`src/hw/ulms_pkg.sv`:
```
// Constants, register map and carrier types of the line and modem status block.
// Assumes a 32-bit APB slave port and one clock domain.
`default_nettype none

package ulms_pkg;

  // Register byte offsets on the APB port.
  localparam logic [7:0] OFS_LINE_STATUS = 8'h00;
  localparam logic [7:0] OFS_MODEM_STATUS = 8'h04;
  localparam logic [7:0] OFS_SCRATCH = 8'h08;
  localparam logic [7:0] OFS_CONTROL = 8'h0c;

  // Line status bit positions.
  localparam int LS_READY = 0;
  localparam int LS_OVERRUN = 1;
  localparam int LS_PARITY = 2;
  localparam int LS_FRAMING = 3;
  localparam int LS_BREAK = 4;
  localparam int LS_THR_EMPTY = 5;
  localparam int LS_TX_IDLE = 6;
  localparam int LS_FIFO_ERR = 7;

  // Control register fields: modem_control in bits 3:0, feature_control in bits 15:8.
  localparam int CTL_MC_DTR = 0;
  localparam int CTL_MC_RTS = 1;
  localparam int CTL_MC_OUT1 = 2;
  localparam int CTL_MC_OUT2 = 3;
  localparam int CTL_LOOP = 4;
  localparam int CTL_FIFO = 5;
  localparam int CTL_AUTO_CTS = 6;
  localparam int CTL_MSI_EN = 7;
  localparam int CTL_FEATURE_CONTROL_LSB = 8;
  localparam int CTL_WIDTH = 16;
  localparam logic [15:0] CTL_RESET = 16'h0000;

  // Feature control and enhanced mode fields.
  localparam int FEATURE_CONTROL_SWAP = 6;
  localparam int EM_CNT_SEL = 0;
  localparam int EM_CNT_ALT = 1;
  localparam int EM_DIR_INV = 3;
  localparam int EM_HYST_LSB = 4;
  localparam int EM_IMMEDIATE = 6;
  localparam int EM_SAMPLE_16X = 7;
  localparam logic [7:0] ENHANCED_MODE_SELECT_RESET = 8'h80;
  localparam logic [7:0] SCRATCH_RESET = 8'hff;

  // Flow-control hysteresis in characters, indexed by {enhanced 5:4, feature 1:0}.
  localparam logic [5:0] HYST_TABLE [16] = '{
    6'h00, 6'h04, 6'h06, 6'h08, 6'h08, 6'h10, 6'h18, 6'h20,
    6'h28, 6'h2c, 6'h30, 6'h34, 6'h0c, 6'h14, 6'h1c, 6'h24};

  // Error tags that travel with each received character.
  typedef struct packed {
    logic brk;
    logic frm;
    logic par;
  } ulms_tag_t;

  // A completed character as reported by the receiver: one-cycle valid plus tags.
  typedef struct packed {
    logic valid;
    ulms_tag_t tag;
  } ulms_rx_char_t;

endpackage

`default_nettype wire

```
`src/hw/ulms_status.sv`:
```
// Line status, modem status, scratch and enhanced mode logic of one serial channel.
// Assumes the receiver, transmitter and data FIFOs sit outside and report events here.
//
// Functional notes
// RULE1: Ready bit is set while any received character waits, clear when none.
// RULE2: Character arriving with receive FIFO full sets overrun and is not stored.
// RULE3: Parity flag shows the tag of the character at the read head.
// RULE4: Framing flag shows the missing stop bit tag of the head character.
// RULE5: Break is flagged; a long break stores only one break character.
// RULE6: Holding-empty flag follows the transmit holding register or FIFO being empty.
// RULE7: Transmitter-empty needs both holding store and shifter empty.
// RULE8: FIFO error summary is high while any stored byte has an error tag.
// RULE9: Modem line level changes set change flags; interrupt when enabled.
// RULE10: Ring change flag sets only when the ring pin rises.
// RULE11: Automatic clear-to-send stops transmission after current character while input high.
// RULE12: Modem levels are inverted pins, or modem control bits in loopback.
// RULE13: Eight-bit scratch byte resets to all ones.
// RULE14: With swap set, scratch writes go to the enhanced mode register.
// RULE15: Enhanced bits 1:0 select receive, transmit or alternating level report.
// RULE16: Alternating mode reports receive first after programming, then alternates.
// RULE17: Enhanced bit 3 inverts the half-duplex direction output.
// RULE18: Enhanced bits 5:4 and feature bits 1:0 select flow-control hysteresis.
// RULE19: Enhanced bit 6 selects delayed or immediate line error interrupt.
// RULE20: Enhanced bit 7 selects 16X sampling, clear selects 8X.
// RULE21: With swap set, scratch reads return the FIFO level count.
// RULE22: Reading modem status clears the change flags that were read.
// RULE23: Error flags follow the tags of each newly readable character.
//
// Local design decisions: the APB interface to the registers and the address map.
`default_nettype none

module ulms_status
  import ulms_pkg::*;
#(
  parameter int RX_DEPTH = 64
) (
  input wire logic pclk,
  input wire logic presetn,
  input wire logic psel,
  input wire logic penable,
  input wire logic pwrite,
  input wire logic [7:0] paddr,
  input wire logic [31:0] pwdata,
  output logic [31:0] prdata,
  output logic pready,
  output logic pslverr,
  input wire ulms_rx_char_t rx_char,
  input wire logic rx_read,
  input wire logic [7:0] tx_fifo_count,
  input wire logic tx_shift_busy,
  input wire logic cts_n,
  input wire logic dsr_n,
  input wire logic ring_indicate_n,
  input wire logic carrier_detect_n,
  output logic rx_data_ready,
  output logic tx_stop,
  output logic dir_ctl,
  output logic modem_irq,
  output logic lsr_irq,
  output logic [5:0] rts_hyst,
  output logic sample_16x
);

  localparam int AW = $clog2(RX_DEPTH);
  localparam int LW = $clog2(RX_DEPTH + 1);

  ////////////////////////////////////////////////////////////////////////////
  // Register bus decode.

  logic setup_acc;
  logic done;
  logic hit;
  logic wr_done;
  logic rd_done;
  logic [CTL_WIDTH-1:0] control;
  logic [7:0] scratch_byte;
  logic [7:0] enhanced_mode_select;
  logic [7:0] feature_control;
  logic [7:0] line_status;
  logic [7:0] modem_status;
  logic [7:0] level_report;

  // Each access gets one wait state so that read data comes from a flop.
  assign setup_acc = psel & penable & ~pready;
  assign done = psel & penable & pready;
  assign hit = (paddr == OFS_LINE_STATUS) | (paddr == OFS_MODEM_STATUS) |
               (paddr == OFS_SCRATCH) | (paddr == OFS_CONTROL);
  assign wr_done = done & pwrite & hit;
  assign rd_done = done & ~pwrite & hit;
  assign feature_control = control[CTL_FEATURE_CONTROL_LSB +: 8];

  ////////////////////////////////////////////////////////////////////////////
  // Receive tag store and level.

  ulms_tag_t tag_mem [RX_DEPTH];
  ulms_tag_t head;
  logic [AW-1:0] wr_ptr;
  logic [AW-1:0] rd_ptr;
  logic [LW-1:0] rx_level;
  logic [LW-1:0] next_level;
  logic [LW-1:0] err_cnt;
  logic full;
  logic take;
  logic push;
  logic pop;
  logic ovr_evt;
  logic brk_hold;
  logic overrun;
  logic err_imm;

  function automatic logic has_err(input ulms_tag_t t);
    return t.brk | t.frm | t.par;
  endfunction

  // Outside FIFO mode the receive path holds exactly one character.
  assign full = rx_level == (control[CTL_FIFO] ? LW'(RX_DEPTH) : LW'(1));
  assign take = rx_char.valid & ~(rx_char.tag.brk & brk_hold); // [RULE5]
  assign push = take & ~full;
  assign ovr_evt = take & full; // [RULE2]
  assign pop = rx_read & (rx_level != '0);
  assign head = tag_mem[rd_ptr];

  // Level bookkeeping; a full store drops the new character untouched.
  always_comb begin
    next_level = rx_level;
    if (push & ~pop) begin
      next_level = rx_level + LW'(1);
    end else if (pop & ~push) begin
      next_level = rx_level - LW'(1);
    end
  end

  // Tags are written at the tail; the array itself needs no reset.
  always_ff @(posedge pclk) begin
    if (push) begin
      tag_mem[wr_ptr] <= rx_char.tag;
    end
  end

  // Pointers wrap naturally, so the depth must be a power of two.
  always_ff @(posedge pclk or negedge presetn) begin
    if (!presetn) begin
      wr_ptr <= '0;
      rd_ptr <= '0;
      rx_level <= '0;
      rx_data_ready <= 1'b0;
    end else begin
      if (push) begin
        wr_ptr <= wr_ptr + AW'(1);
      end
      if (pop) begin
        rd_ptr <= rd_ptr + AW'(1);
      end
      rx_level <= next_level;
      rx_data_ready <= next_level != '0; // [RULE1]
    end
  end

  // Count of stored characters with any error tag.
  always_ff @(posedge pclk or negedge presetn) begin
    if (!presetn) begin
      err_cnt <= '0;
    end else begin
      err_cnt <= err_cnt + LW'(push & has_err(rx_char.tag)) - LW'(pop & has_err(head)); // [RULE8]
    end
  end

  // A break is stored once; the next normal character rearms it.
  always_ff @(posedge pclk or negedge presetn) begin
    if (!presetn) begin
      brk_hold <= 1'b0;
    end else if (rx_char.valid) begin
      brk_hold <= rx_char.tag.brk; // [RULE5]
    end
  end

  // Overrun is cleared only if the host saw it, the immediate error flag on any line status read; a new set wins.
  always_ff @(posedge pclk or negedge presetn) begin
    if (!presetn) begin
      overrun <= 1'b0;
      err_imm <= 1'b0;
    end else begin
      if (ovr_evt) begin
        overrun <= 1'b1; // [RULE2]
      end else if (rd_done & (paddr == OFS_LINE_STATUS) & prdata[LS_OVERRUN]) begin
        overrun <= 1'b0;
      end
      if (push & has_err(rx_char.tag)) begin
        err_imm <= 1'b1;
      end else if (rd_done & (paddr == OFS_LINE_STATUS)) begin
        err_imm <= 1'b0;
      end
    end
  end

  // Error tags belong to the readable head character only.
  always_comb begin
    line_status = 8'h00;
    line_status[LS_READY] = rx_data_ready; // [RULE1]
    line_status[LS_OVERRUN] = overrun;
    line_status[LS_PARITY] = rx_data_ready & head.par; // [RULE3] [RULE23]
    line_status[LS_FRAMING] = rx_data_ready & head.frm; // [RULE4] [RULE23]
    line_status[LS_BREAK] = rx_data_ready & head.brk; // [RULE5] [RULE23]
    line_status[LS_THR_EMPTY] = tx_fifo_count == 8'h00; // [RULE6]
    line_status[LS_TX_IDLE] = (tx_fifo_count == 8'h00) & ~tx_shift_busy; // [RULE7]
    line_status[LS_FIFO_ERR] = err_cnt != '0; // [RULE8]
  end

  ////////////////////////////////////////////////////////////////////////////
  // Modem status.

  logic [3:0] lvl;
  logic [3:0] lvl_prev;
  logic [3:0] delta;
  logic primed;
  logic [3:0] next_delta;

  // Levels ordered cts, dsr, ring, carrier; loopback feeds back the modem control bits.
  assign lvl = control[CTL_LOOP] ?
               {control[CTL_MC_OUT2], control[CTL_MC_OUT1], control[CTL_MC_DTR], control[CTL_MC_RTS]} :
               ~{carrier_detect_n, ring_indicate_n, dsr_n, cts_n}; // [RULE12]

  // Ring only counts its trailing edge: level 1 to 0 means the pin went high.
  always_comb begin
    next_delta = delta;
    if (rd_done & (paddr == OFS_MODEM_STATUS)) begin
      next_delta = delta & ~prdata[3:0]; // [RULE22]
    end
    if (primed) begin
      next_delta[0] = next_delta[0] | (lvl[0] ^ lvl_prev[0]); // [RULE9]
      next_delta[1] = next_delta[1] | (lvl[1] ^ lvl_prev[1]);
      next_delta[2] = next_delta[2] | (lvl_prev[2] & ~lvl[2]); // [RULE10]
      next_delta[3] = next_delta[3] | (lvl[3] ^ lvl_prev[3]);
    end
  end

  // The first cycle after reset only primes the history, avoiding a false change.
  always_ff @(posedge pclk or negedge presetn) begin
    if (!presetn) begin
      lvl_prev <= 4'h0;
      delta <= 4'h0;
      primed <= 1'b0;
    end else begin
      lvl_prev <= lvl;
      delta <= next_delta;
      primed <= 1'b1;
    end
  end

  assign modem_status = {lvl, delta};

  ////////////////////////////////////////////////////////////////////////////
  // Scratch, enhanced mode and control registers.

  logic alt_tx;

  // Swap routes scratch-location writes into the enhanced mode register.
  always_ff @(posedge pclk or negedge presetn) begin
    if (!presetn) begin
      scratch_byte <= SCRATCH_RESET; // [RULE13]
      enhanced_mode_select <= ENHANCED_MODE_SELECT_RESET; // [RULE20]
      control <= CTL_RESET;
    end else if (wr_done) begin
      if (paddr == OFS_SCRATCH) begin
        if (feature_control[FEATURE_CONTROL_SWAP]) begin
          enhanced_mode_select <= pwdata[7:0]; // [RULE14]
        end else begin
          scratch_byte <= pwdata[7:0]; // [RULE13]
        end
      end
      if (paddr == OFS_CONTROL) begin
        control <= pwdata[CTL_WIDTH-1:0];
      end
    end
  end

  // Alternation restarts on receive each time the mode register is written.
  always_ff @(posedge pclk or negedge presetn) begin
    if (!presetn) begin
      alt_tx <= 1'b0;
    end else if (wr_done & (paddr == OFS_SCRATCH) & feature_control[FEATURE_CONTROL_SWAP]) begin
      alt_tx <= 1'b0; // [RULE16]
    end else if (rd_done & (paddr == OFS_SCRATCH) & feature_control[FEATURE_CONTROL_SWAP] &
                 (enhanced_mode_select[EM_CNT_ALT:EM_CNT_SEL] == 2'b11)) begin
      alt_tx <= ~alt_tx; // [RULE16]
    end
  end

  // Level report chosen by the low two mode bits.
  always_comb begin
    level_report = 8'(rx_level); // [RULE15]
    if (enhanced_mode_select[EM_CNT_SEL] & (~enhanced_mode_select[EM_CNT_ALT] | alt_tx)) begin
      level_report = tx_fifo_count;
    end
  end

  ////////////////////////////////////////////////////////////////////////////
  // Bus answer, registered so that all outputs leave flops.

  always_ff @(posedge pclk or negedge presetn) begin
    if (!presetn) begin
      pready <= 1'b0;
      pslverr <= 1'b0;
      prdata <= 32'h0000_0000;
    end else begin
      pready <= setup_acc;
      pslverr <= setup_acc & ~hit;
      prdata <= 32'h0000_0000;
      if (setup_acc & ~pwrite) begin
        case (paddr)
          OFS_LINE_STATUS: prdata <= {24'h000000, line_status};
          OFS_MODEM_STATUS: prdata <= {24'h000000, modem_status};
          OFS_SCRATCH: prdata <= {24'h000000, feature_control[FEATURE_CONTROL_SWAP] ? level_report : scratch_byte}; // [RULE21]
          OFS_CONTROL: prdata <= {16'h0000, control};
          default: prdata <= 32'h0000_0000;
        endcase
      end
    end
  end

  ////////////////////////////////////////////////////////////////////////////
  // Line-side outputs.

  logic tx_active;

  assign tx_active = (tx_fifo_count != 8'h00) | tx_shift_busy;

  // Transmitter checks tx_stop only between characters, so a character in flight finishes.
  always_ff @(posedge pclk or negedge presetn) begin
    if (!presetn) begin
      tx_stop <= 1'b0;
      dir_ctl <= 1'b1;
      modem_irq <= 1'b0;
      lsr_irq <= 1'b0;
      rts_hyst <= 6'h00;
      sample_16x <= 1'b1;
    end else begin
      tx_stop <= control[CTL_AUTO_CTS] & ~lvl[0]; // [RULE11]
      dir_ctl <= tx_active ? enhanced_mode_select[EM_DIR_INV] : ~enhanced_mode_select[EM_DIR_INV]; // [RULE17]
      modem_irq <= control[CTL_MSI_EN] & (delta != 4'h0); // [RULE9]
      lsr_irq <= enhanced_mode_select[EM_IMMEDIATE] ? err_imm :
                 (rx_data_ready & has_err(head)); // [RULE19]
      rts_hyst <= HYST_TABLE[{enhanced_mode_select[EM_HYST_LSB +: 2], feature_control[1:0]}]; // [RULE18]
      sample_16x <= enhanced_mode_select[EM_SAMPLE_16X]; // [RULE20]
    end
  end
endmodule // ulms_status

`default_nettype wire

```
`config.mk`:
```
export PLATFORM = sky130hd
export DESIGN_NAME = ulms_status
export DESIGN_NICKNAME = d
export VERILOG_FILES = /design/src/hw/ulms_pkg.sv /design/src/hw/ulms_status.sv
export SDC_FILE = /design/constraint.sdc
export NUM_CORES = 1
export LEC_CHECK = 0
export BUFFER_PORTS_ARGS = -buffer_cell sky130_fd_sc_hd__buf_2
export CAP_MARGIN = 15
export CORE_ASPECT_RATIO = 0.7
export CORE_MARGIN = 2
export CORE_UTILIZATION = 55
export DETAILED_ROUTE_END_ITERATION = 8
export PLACE_DENSITY_LB_ADDON = 0.2
export SLEW_MARGIN = 20
export SYNTH_ARGS = -nofsm -noshare
export SYNTH_HDL_FRONTEND = slang
export SYNTH_SLANG_ARGS = --single-unit
```
`constraint.sdc`:
```
create_clock -name pclk -period 4.5 [get_ports pclk]
set_input_delay 0.225 -clock pclk [delete_from_list [all_inputs] [get_ports pclk]]
set_output_delay 0.225 -clock pclk [all_outputs]
set_load 0.01 [all_outputs]
```
**Yosys cells after proc, flatten, opt, wreduce, memory -nomap -nowiden**

Memory sizes are Yosys's and may differ from the RTL's. A register that Yosys moved wholly into a read port is not among the register bits.
Cells that the tools add are included.

- Memories: 2
- RAM bits: 192
- Bits in registers: 111
- Logic and storage cells: 140
- Bits in read-only memories: 96
- Input port bits: 63

Memory list:

| name | depth | width | rd ports | clocked after memory_dff | write ports | RTL line | RTL |
|---|---|---|---|---|---|---|---|
| tag_mem | 64 | 3 | 1 | 0 | 1 | ulms_status.sv:95 | `ulms_tag_t tag_mem [RX_DEPTH];` |
| (name not given) | 16 | 6 | 1 | 1 | 0 | ulms_status.sv:343 | `rts_hyst <= HYST_TABLE[{enhanced_mode_select[EM_HYST_LSB +: 2], feature_control[1:0]}];` |

- Reductions and logical operators: 14
- Add/subtract/negate cells: 6
- Mux-type cells: 20
- Bitwise operators: 70
- Equal/unequal tests: 5

Operators by type and width:

| cell | number |
|---|---|
| $pmux 16 s4 | 1 |
| $and 1x1->1 | 36 |
| $mux 7 | 3 |
| $reduce_bool 7->1 | 3 |
| $eq 8x4->1 const B | 2 |
| $logic_not 8->1 | 2 |
| $mux 16 | 1 |
| $mux 8 | 2 |
| $not 1->1 | 14 |
| $or 1x1->1 | 13 |
| $add 6x1->6 const B | 2 |
| $mux 4 | 3 |
| $mux 1 | 10 |
| $eq 8x3->1 const B | 1 |
| $not 4->4 | 2 |
| $reduce_bool 8->1 | 1 |
| $add 7x1->7 | 1 |
| $add 7x1->7 const B | 1 |
| $eq 7x7->1 | 1 |
| $sub 7x1->7 | 1 |
| $sub 7x1->7 const B | 1 |
| $reduce_and 3->1 | 2 |
| $reduce_bool 2->1 | 3 |
| $not 4->5 | 1 |
| 6 further kinds | 8 |

**Logic depth before layout (Yosys ltp)**

Gate-level depths: netlist of the first run.

- Word-level depth: 10
- Gate-level depth with buffers: 21
- Gate-level depth less buffers: 17

**Least setup slack after synthesis of the first run**

No wires, ideal clock.

- Path type: register to register
- From: reg rd_ptr[0]
- To: reg err_cnt[6]
- Buffers on the path: 2
- Data arrival time: 3751 ps
- Data required time: 4375 ps
- Stages on the path, launching flop included: 20
- Period minus slack after synthesis: 3876 ps
- Setup time: 125 ps
- Slack: 624 ps
- Cells stage by stage: dfrtp_1 buf_2 buf_2 mux4_2 a22oi_1 nand4_1 and4_1 nor3_1 a21oi_1 ha_1 inv_1 ha_1 inv_1 fa_1 nand2b_1 a21oi_1 o21ai_0 a21oi_1 nor2_1 xnor2_1

- Cells in the longest elaborated chain, start to end: 5

RTL lines:

| item | RTL line | RTL |
|---|---|---|
| start: declaration | ulms_status.sv:98 | `logic [AW-1:0] rd_ptr;` |
| start signal: assignment | ulms_status.sv:152 | `rd_ptr <= rd_ptr + AW'(1);` |
| $mem_v2 64x3 (*) | - |  |
| $or 1x1->1 | ulms_status.sv:112 | `return t.brk \| t.frm \| t.par;` |
| $or 1x1->1 (*) | ulms_status.sv:112 |  |
| $and 1x1->1 (*) | ulms_status.sv:164 | `err_cnt <= err_cnt + LW'(push & has_err(rx_char.tag)) - LW'(pop & has_err(head));` |
| $sub 7x1->7 (*) | ulms_status.sv:164 |  |
| end signal: assignment | ulms_status.sv:164 |  |
| end: declaration | ulms_status.sv:101 | `logic [LW-1:0] err_cnt;` |

Every way passes the cells marked *; elsewhere a longest branch is shown, timed or not.
A chain may end at the register's enable or synchronous reset.

**Final worst setup path of the first run**

Same ends and word-level chain as after synthesis.

==> impl_metrics.py, run 1 <==
metrics = {
    "status": {
        "status": "complete, no violations",
    },
    "place": {
        "postPlaceCellArea_mm2": 0.01341,
        "gp_congestion": 0.8250,
        "portBuffers": 75,
        "post-dp-hpwl_um": 19080,
    },
    "global_routing": {
        "overflow": 0,
        "antenna_found_initial": 0,
        "grt_first_pass_wirelength_um": 43010,
        "grt_pass1_vias": 7237,
        "gr-usage-all-layers": 0.2371,
        "grt_max_degree": 75,
    },
    "clocking": {
        "clk_pin_slew_ps": 60,
        "clock-root-buffer": "clkbuf_16",
        "clock_latency_ps": 550,
        "clockBufferDepth": 3,
        "cts_sinks": 291,
        "cts_max_level": 1,
        "cts_tree": "yes",
        "cts_made_buffers": 28,
    },
    "timing": {
        "tns_ps": 0,
        "drv_slew": 0,
        "slew_headroom": 0.3575,
        "worstMarginPinSlew_ps": 957.3,
        "finalHoldViolCount": 0,
        "period_minus_slack_ps": 4211,
        "rsz0062_at_grt": "no",
        "max_freq_mhz": 237.5,
        "skew_ps": 20.95,
        "fin_crit_sh": 0.9359,
        "finalSetupViolCount": 0,
    },
    "synthesis": {
        "netlist.area_leader.share": 0.4543,
        "synth-seq-area-share": 0.6505,
        "avgSynthCellArea_um2": 14.51,
        "synth_area_leaders": "edfxtp_1, dfrtp_1, mux4_2",
        "ys_warn_count": 0,
        "syn_inst": 875,
        "synth-seq-cells": 291,
        "ys_types": 72,
        "synth_largest_area_cell": "edfxtp_1",
        "synth_edf_count": 192,
        "postSynth.asyncResetShare": 0.3402,
        "syn_area_mm2": 0.01269,
        "synthFlopType": "edfxtp_1",
    },
    "setup_path": {
        "crit_path_max_fanout": 4,
        "worst_path_max_delay_cell": "mux4_2",
        "start_kind": "register",
        "r2r-start": "rd_ptr[0]",
        "worst-setup-path-type": "register to register",
        "worstSetupEndpointType": "register",
        "cp.arrival_ps": 4620,
        "r2r-end": "err_cnt[6]",
        "path_buf_inv": 3,
        "crit_chain": "buf_4 -> mux4_2 -> mux2_2 -> a211o_1 -> and4_1 -> nor3_1 -> a21oi_1 -> ha_1 -> inv_1 -> ha_1 -> inv_1 -> fa_1 -> nand2b_1 -> a21oi_1 -> o21ai_0 -> a21oi_1 -> nor2_1 -> xnor2_1",
        "critical-path-top-delay-family": "compound AO/OA/AOI/OAI gates",
        "rrSetupSlack_ps": 290,
        "worstPathRequired_ps": 4910,
        "critPathMaxStageDelay_ps": 490,
        "crit_top_cell": "a21oi_1",
        "reg2reg_depth": 18,
    },
    "detailed_routing": {
        "antenna_left": 0,
        "drc": 0,
        "num_vias": 7762,
        "firstDrtPassIters": 5,
        "drt_iter0_drc": 832,
        "drt-total-wl_um": 28280,
        "wl_per_cell_um": 21.57,
        "via_per_inst": 5.921,
    },
    "hold_path": {
        "min-delay-start": "psel",
        "whs_path_depth": 3,
        "min-delay-path-class": "primary input to register",
        "hold_end": "pready",
    },
    "floorplanning": {
        "die_area_mm2": 0.02433,
        "coreArea_mm2": 0.02268,
        "die_x_um": 185.6,
        "ios": 109,
        "rows": 46,
        "initial_utilization": 0.5597,
        "fp.dieH_um": 131.1,
    },
    "final_layout": {
        "fin_nets": 1057,
        "synthToLayoutAreaGrowth_pct": 14.39,
        "final_cell_area_mm2": 0.01452,
        "ff_latch_area_mm2": 0.008260,
        "antennaDiodeCount": 0,
        "fillers": 1667,
        "drive_gt1_frac": 0.2462,
        "multi_input_area_mm2": 0.004094,
    },
    "run": {
        "drv_cap": 0,
    },
    "power": {
        "leakage_nw": 5.468,
        "power_density_mw_per_mm2": 537.0,
        "ir_drop_v": 0.0003462,
    },
}
-- worst min-delay path, cell delays in order --
cell	delay, ps
buf_2	120
nand2_1	80
nor2_1	90
-- cell type report --
| cell class | count | area share |
|---|---|---|
| multi-input combinational | 513 | 0.2820 |
| clock buffer | 45 | 0.05567 |
| sequential | 291 | 0.5689 |
| timing repair buffer | 117 | 0.05498 |
| tap | 312 | 0.02689 |
| clock inverter | 7 | 0.004826 |
| inverter | 26 | 0.006722 |
-- cell usage in the layout, fill, tap and decap left out, types with 14 or more instances in the layout --
cell type / n
inv_1: 25
clkbuf_16: 28
nand2_1: 45
dfrtp_1: 85
buf_4: 17
mux4_2: 40
buf_2: 74
nor2_1: 95
mux2i_1: 32
nand3_1: 16
ha_1: 16
dlygate4sd3_1: 22
edfxtp_1: 192
conb_1: 18
and2_1: 14
mux2_2: 39
xnor2_1: 17
a21oi_1: 23
o21ai_0: 18
-- registers in the layout, indices dropped and copies added (netlist names), 4 cells and up --
| name | count |
|---|---|
| tag_mem | 192 |
| control | 16 |
| prdata | 16 |
| scratch_byte | 8 |
| enhanced_mode_select | 7 |
| err_cnt | 7 |
| rx_level | 7 |
| rd_ptr | 6 |
| wr_ptr | 6 |
| rts_hyst | 5 |
| delta | 4 |
| lvl_prev | 4 |
-- report_power, final --
group,internal (mW),switching (mW)
clock,1.29,0.951
combinational,1.03,1.20
sequential,3.05,0.289
total,5.36,2.44
-- timing repair --
| item | in CTS | in global routing |
|---|---|---|
| hold buffers | 22 | 0 |
| endpoints found under the hold margin | 97 | 0 |
| resized for setup | 0 | 2 |
| buffers inserted | 0 | 1 |
| endpoints found under the setup margin | 0 | 1 |
-- synth_stat cells, types with 7 or more instances --
cell and instances:
a211oi_1 12, a21oi_1 23, and2_1 14, buf_2 7, buf_4 19, clkbuf_1 29, dfrtp_1 88, dfstp_2 11
edfxtp_1 192, ha_1 16, inv_1 25, mux2_2 39, mux2i_1 32, mux4_2 40, nand2_1 45, nand3_1 16
nand3b_1 8, nor2_1 95, nor3_1 12, o21ai_0 18, xnor2_1 17
-- through the flow --
| stage | utilization | hold slack [ps] | worst slack (ps) | cells | power [mW] |
|---|---|---|---|---|---|
| after floorplan | - | -70.59 | 623.6 | 891 | 4.862 |
| after global placement | 0.5912 | 354.9 | 385.8 | 1236 | 5.509 |
| after detailed placement | 0.5912 | 360.0 | 282.6 | 1236 | 5.553 |
| after CTS | 0.6396 | 5.451 | 225.1 | 1310 | 7.816 |
| after global routing | 0.6403 | 33.48 | 8.044 | 1311 | 8.175 |
| final | 0.6403 | 48.85 | 288.6 | 1311 | 7.796 |
-- layer usage --
| metal | track usage | vias to the layer above | part of all wire |
|---|---|---|---|
| li1 | - | 3451 | - |
| met1 | 0.3935 | 3923 | 0.48 |
| met2 | 0.3158 | 353 | 0.41 |
| met3 | 0.05746 | 35 | 0.089 |
| met4 | 0.04956 | 0 | 0.015 |
| met5 | 0 | - | 0 |
-- cell families after synthesis --
family	share of synthesized area
AO/OA/AOI/OAI	0.05905
flip-flops	0.6505
XOR/XNOR	0.01646
multiplexers	0.1308
buffers and inverters	0.03204
AND/OR/NAND/NOR	0.09316
adder cells (fa/ha/maj)	0.01735
other	0.0005917
-- how the worst max path moves through the flow --
stage                          from          to  slack (ps)  cells past startpoint
final                     rd_ptr[0]  err_cnt[6]         290                     18
after global routing      rd_ptr[0]  err_cnt[6]           8                     18
after CTS                 rd_ptr[0]  err_cnt[6]         230                     18
after detailed placement  rd_ptr[0]  err_cnt[6]         280                     18
after global placement    rd_ptr[0]  err_cnt[6]         390                     18
after floorplan           rd_ptr[0]  err_cnt[6]         620                     19
No activity file was read; power rests on OpenSTA's default activity.
==> run 2: changes to the inputs <==
--- a/config.mk
+++ b/config.mk
@@ -7,7 +7,7 @@
 export LEC_CHECK = 0
 export BUFFER_PORTS_ARGS = -buffer_cell sky130_fd_sc_hd__buf_2
 export CAP_MARGIN = 15
-export CORE_ASPECT_RATIO = 0.7
+export CORE_ASPECT_RATIO = 0.6
 export CORE_MARGIN = 2
 export CORE_UTILIZATION = 55
 export DETAILED_ROUTE_END_ITERATION = 8
==> run 2 against run 1 <==
Effect of this change: worst hold slack worse by 20 ps; sequential share of layout area is 0.22 points lower; combinational power increased by 3%; non-clock buffer count grew 3.
==> impl_metrics.py, run 2 (synthesis gave the netlist of run 1 again) <==
metrics = {
    "status": {
        "status": "complete, no violations",
    },
    "setup_path": {
        "cp_num_cells": 18,
        "critical-path-top-delay-family": "simple AND/OR/NAND/NOR gates",
        "worstPathRequired_ps": 4910,
        "crit_path_max_fanout": 13,
        "rrSetupSlack_ps": 180,
        "cp.arrival_ps": 4740,
        "critPathMaxStageDelay_ps": 540,
        "r2r-end": "err_cnt[6]",
        "r2r-start": "rd_ptr[0]",
        "path_buf_inv": 3,
        "start_kind": "register",
        "crit_top_cell": "a21oi_1",
        "worstSetupEndpointType": "register",
        "worst_path_max_delay_cell": "dfrtp_4",
        "endpoint": "err_cnt[6]",
        "crit_chain": "buf_12 -> mux4_2 -> a22oi_1 -> nand4b_1 -> and4_1 -> nor3_2 -> a21oi_1 -> ha_1 -> inv_1 -> ha_1 -> inv_1 -> fa_1 -> nand2b_1 -> a21oi_1 -> o21ai_0 -> a21oi_1 -> nor2_1 -> xnor2_1",
        "reg2reg_depth": 18,
        "worst-setup-path-type": "register to register",
        "crit_path_start": "rd_ptr[0]",
    },
    "final_layout": {
        "drive_gt1_frac": 0.2500,
        "final_cell_area_mm2": 0.01458,
        "regMostFlops": "tag_mem",
        "synthToLayoutAreaGrowth_pct": 14.86,
        "top_regs": "tag_mem (192), control (16), prdata (16)",
        "fillers": 1643,
        "layout_common_cells": "edfxtp_1, nor2_1, dfrtp_1",
        "multi_input_area_mm2": 0.004094,
        "final_util": 0.6527,
        "ff_latch_area_mm2": 0.008262,
        "antennaDiodeCount": 0,
        "final_common_cell": "edfxtp_1",
        "largest_reg_flops": 192,
        "fin_nets": 1059,
    },
    "timing": {
        "max_freq_mhz": 231.2,
        "slew_headroom": 0.3762,
        "fin_crit_sh": 0.9611,
        "drv_slew": 0,
        "tns_ps": 0,
        "period_minus_slack_ps": 4325,
        "finalHoldViolCount": 0,
        "holdWs_ps": 28.68,
        "skew_ps": 11.97,
        "finalSetupViolCount": 0,
        "worstMarginPinSlew_ps": 929.4,
        "rsz0062_at_grt": "no",
    },
    "clocking": {
        "cts_made_buffers": 27,
        "cts_max_level": 1,
        "clk_pin_slew_ps": 70,
        "cts_sinks": 291,
        "clockBufferDepth": 3,
        "cts_tree": "yes",
        "clock_latency_ps": 540,
        "clock-root-buffer": "clkbuf_16",
    },
    "detailed_routing": {
        "wl_per_cell_um": 23.04,
        "via_per_inst": 5.969,
        "firstDrtPassIters": 5,
        "num_vias": 7807,
        "antenna_left": 0,
        "drc": 0,
        "drt_iter0_drc": 804,
        "drt-total-wl_um": 30130,
    },
    "global_routing": {
        "gr-usage-all-layers": 0.2520,
        "antenna_found_initial": 0,
        "grt_first_pass_wirelength_um": 45690,
        "grt_pass1_vias": 7496,
        "grt_max_degree": 65,
        "overflow": 0,
    },
    "floorplanning": {
        "initial_utilization": 0.5683,
        "die_area_mm2": 0.02435,
        "ios": 109,
        "rows": 42,
        "coreArea_mm2": 0.02233,
        "die_x_um": 200.1,
        "fp.dieH_um": 121.7,
    },
    "place": {
        "post-dp-hpwl_um": 20860,
        "postPlaceCellArea_mm2": 0.01343,
        "portBuffers": 75,
        "gp_congestion": 0.8666,
    },
    "power": {
        "finalPower_mw": 8.006,
        "leakage_nw": 5.501,
        "power_density_mw_per_mm2": 549.2,
        "ir_drop_v": 0.0004071,
    },
    "run": {
        "drv_cap": 0,
    },
    "hold_path": {
        "min-delay-path-class": "primary input to register",
    },
}
[run 2: changes by cell type in the layout (fill, tap and decap cells not counted), moves of 2 or more]
| cell | delta |
|---|---|
| clkinv_2 | -2 |
| clkbuf_2 | +3 |
| clkbuf_1 | -3 |
| clkbuf_8 | -3 |
| buf_4 | +3 |
| bufinv_16 | +2 |
| dfrtp_2 | -2 |
[run 2: what timing repair did]
action / in CTS / in global routing
setup endpoints to repair: 0 / 1
hold buffers: 21 / 0
gates resized for setup: 0 / 2
endpoints found under the hold margin: 75 / 0
buffers inserted: 0 / 3
[run 2: how the worst min path moves through the flow]
stage / from / end / slack [ps] / depth (start not counted)
floorplan: presetn / alt_tx / -70 / 0
global placement: presetn / rts_hyst[3] / 280 / 1
detailed placement: presetn / rts_hyst[4] / 280 / 1
CTS: ring_indicate_n / lvl_prev[2] / 5 / 2
global route: ring_indicate_n / lvl_prev[2] / 40 / 2
finish: ring_indicate_n / lvl_prev[2] / 30 / 2
[run 2: routing by layer]
metal  wire, µm  track usage  vias up
met5          0            0        -
met4        342      0.03685        0
met3       3070      0.07838       31
met2      11920       0.3296      355
met1      14800       0.4148     3951
li1           -            -     3470
[run 2: cell type report]
type | instances | area share
clock buffer | 42 | 0.05407
clock inverter | 8 | 0.008240
inverter | 26 | 0.006695
multi-input combinational | 513 | 0.2808
sequential | 291 | 0.5667
tap | 308 | 0.02644
timing repair buffer | 120 | 0.05699
[run 2: through the flow]
| stage | instances | setup WS, ps |
|---|---|---|
| 2_1_floorplan | 891 | 623.6 |
| 3_3_place_gp | 1234 | 241.8 |
| 3_5_place_dp | 1234 | 93.18 |
| 4_1_cts | 1305 | 47.53 |
| 5_1_grt | 1308 | 26.27 |
| 6_report | 1308 | 175.0 |
[run 2: power by group]
part | internal, mW | switching, mW
logic | 1.07 | 1.22
clock network | 1.38 | 0.970
registers | 3.05 | 0.317
total | 5.50 | 2.51
==> run 3: changes to the inputs <==
--- a/config.mk
+++ b/config.mk
@@ -12,6 +12,7 @@
 export CORE_UTILIZATION = 55
 export DETAILED_ROUTE_END_ITERATION = 8
 export PLACE_DENSITY_LB_ADDON = 0.2
+export RECOVER_POWER = 100
 export SLEW_MARGIN = 20
 export SYNTH_ARGS = -nofsm -noshare
 export SYNTH_HDL_FRONTEND = slang
==> run 3 against run 2 <==
Effect of this change: the flow now finishes with violations (capacitance limit, slew limit); global-route usage stayed put; critical path depth unchanged; worst setup slack got worse by 14 ps; power hardly changed; first-iteration DRC count rose by 4.9%; register-to-register slack about the same; sequential share of layout area rose by 0.40 points; maximum frequency decreased by 0.31%; non-clock buffer count unchanged; routed wire length increased by 0.23%; flip-flop and latch count stayed put; critical path type unchanged; critical endpoint unchanged.
==> impl_metrics.py, run 3 (synthesis gave the netlist of run 1 again) <==
metrics = {
    "clocking": {
        "cts_sinks": 291,
        "clock_latency_ps": 550,
        "clock-root-buffer": "clkbuf_16",
        "cts_max_level": 1,
        "clockBufferDepth": 3,
        "clk_pin_slew_ps": 70,
        "cts_tree": "yes",
        "cts_made_buffers": 27,
    },
    "final_layout": {
        "synthToLayoutAreaGrowth_pct": 14.05,
        "multi_input_area_mm2": 0.004063,
        "antennaDiodeCount": 0,
        "ff_latch_area_mm2": 0.008262,
        "fin_nets": 1059,
        "drive_gt1_frac": 0.2010,
        "regMostFlops": "tag_mem",
        "layout_common_cells": "edfxtp_1, nor2_1, dfrtp_1",
        "fillers": 1678,
        "largest_reg_flops": 192,
        "top_regs": "tag_mem (192), control (16), prdata (16)",
        "final_common_cell": "edfxtp_1",
    },
    "floorplanning": {
        "initial_utilization": 0.5683,
        "coreArea_mm2": 0.02233,
        "die_area_mm2": 0.02435,
        "fp.dieH_um": 121.7,
        "rows": 42,
        "die_x_um": 200.1,
        "ios": 109,
    },
    "setup_path": {
        "worstPathRequired_ps": 4910,
        "worst-setup-path-type": "register to register",
        "cp.arrival_ps": 4750,
        "crit_path_max_fanout": 13,
        "critPathMaxStageDelay_ps": 540,
        "worstSetupEndpointType": "register",
        "crit_top_cell": "a21oi_1",
        "crit_chain": "buf_12 -> mux4_2 -> a22oi_1 -> nand4b_1 -> and4_1 -> nor3_2 -> a21oi_1 -> ha_1 -> inv_1 -> ha_1 -> inv_1 -> fa_1 -> nand2b_1 -> a21oi_1 -> o21ai_0 -> a21oi_1 -> nor2_1 -> xnor2_1",
        "worst_path_max_delay_cell": "dfrtp_4",
        "start_kind": "register",
    },
    "power": {
        "power_density_mw_per_mm2": 553.2,
        "finalPower_mw": 8.008,
        "ir_drop_v": 0.0004090,
        "leakage_nw": 5.321,
    },
    "place": {
        "place_ws_ps": 93.18,
        "post-dp-hpwl_um": 20860,
        "gp_congestion": 0.8666,
        "portBuffers": 75,
    },
    "detailed_routing": {
        "num_vias": 7833,
        "firstDrtPassIters": 6,
        "drt-total-wl_um": 30200,
        "drc": 0,
        "wl_per_cell_um": 23.09,
        "drt_iter0_drc": 843,
        "via_per_inst": 5.989,
        "antenna_left": 0,
    },
    "timing": {
        "period_minus_slack_ps": 4339,
        "finalHoldViolCount": 0,
        "finalSetupViolCount": 0,
        "skew_ps": 13.27,
        "worstMarginPinSlew_ps": 2858,
        "max_freq_mhz": 230.5,
        "tns_ps": 0,
        "drv_slew": 242,
        "rsz0062_at_grt": "no",
        "slew_headroom": -0.9054,
        "fin_crit_sh": 0.9641,
        "timing.final.ws_setup_ps": 161.4,
    },
    "global_routing": {
        "grt_pass1_vias": 7496,
        "grt_first_pass_wirelength_um": 45690,
        "antenna_found_initial": 0,
        "overflow": 0,
        "grt_max_degree": 65,
        "gr-usage-all-layers": 0.2520,
    },
    "status": {
        "status": "finished with violations",
        "violations": "capacitance limit, slew limit",
    },
    "hold_path": {
        "min-delay-path-class": "primary input to register",
    },
    "run": {
        "drv_cap": 6,
    },
}
-- run 3: final cells by class --
cell class | instances | area share
multi-input cells | 513 | 0.2807
well taps | 308 | 0.02662
clock buffers | 42 | 0.05446
repair buffers | 120 | 0.05247
inverters | 26 | 0.006742
flip-flops and latches | 291 | 0.5708
clock inverters | 8 | 0.008298
-- run 3: routing by layer --
layer | track usage | routed length, µm
met5 | 0 | 0
met4 | 0.03685 | 377
met3 | 0.07838 | 3112
met2 | 0.3296 | 11870
met1 | 0.4148 | 14840
-- run 3: final timing paths --
path	end	slack [ps]	startpoint	depth (start not counted)
max	err_cnt[6]	160	rd_ptr[0]	18
min	lvl_prev[2]	30	ring_indicate_n	2
max reg2reg	err_cnt[6]	160	rd_ptr[0]	18
min reg2reg	sample_16x	380	enhanced_mode_select[7]	0
max in group asynchronous	wr_ptr[2]	1080	presetn	3
min in group asynchronous	rts_hyst[4]	1070	presetn	2
-- run 3: what timing repair did --
action,4_1_cts,5_1_grt
buffers inserted,0,3
hold buffers,21,0
setup endpoints to repair,0,1
hold endpoints to repair,75,0
gates resized for setup,0,2
-- run 3: report_power, final --
group	switching [mW]	internal [mW]	total, mW
clock	0.971	1.38	2.35
combinational	1.22	1.06	2.29
sequential	0.322	3.05	3.37
-- run 3: through the flow --
step	hold slack, ps	instances	area, µm²	util
global route	37.10	1308	14480	0.6481
floorplan	-70.59	891	12750	-
detailed placement	284.6	1234	13430	0.6013
global placement	283.8	1234	13430	0.6013
CTS	5.025	1305	14550	0.6514
finish	26.04	1308	14480	0.6481
-- run 3: worst max-delay path: cells and delay by family, from the launching register on --
kind / cells / cell delay, ps
compound gates: 5 / 850
xor+xnor: 1 / 130
flops: 1 / 540
mux: 1 / 510
simple gates: 5 / 940
fa+ha+maj: 3 / 900
buf+inv: 3 / 340
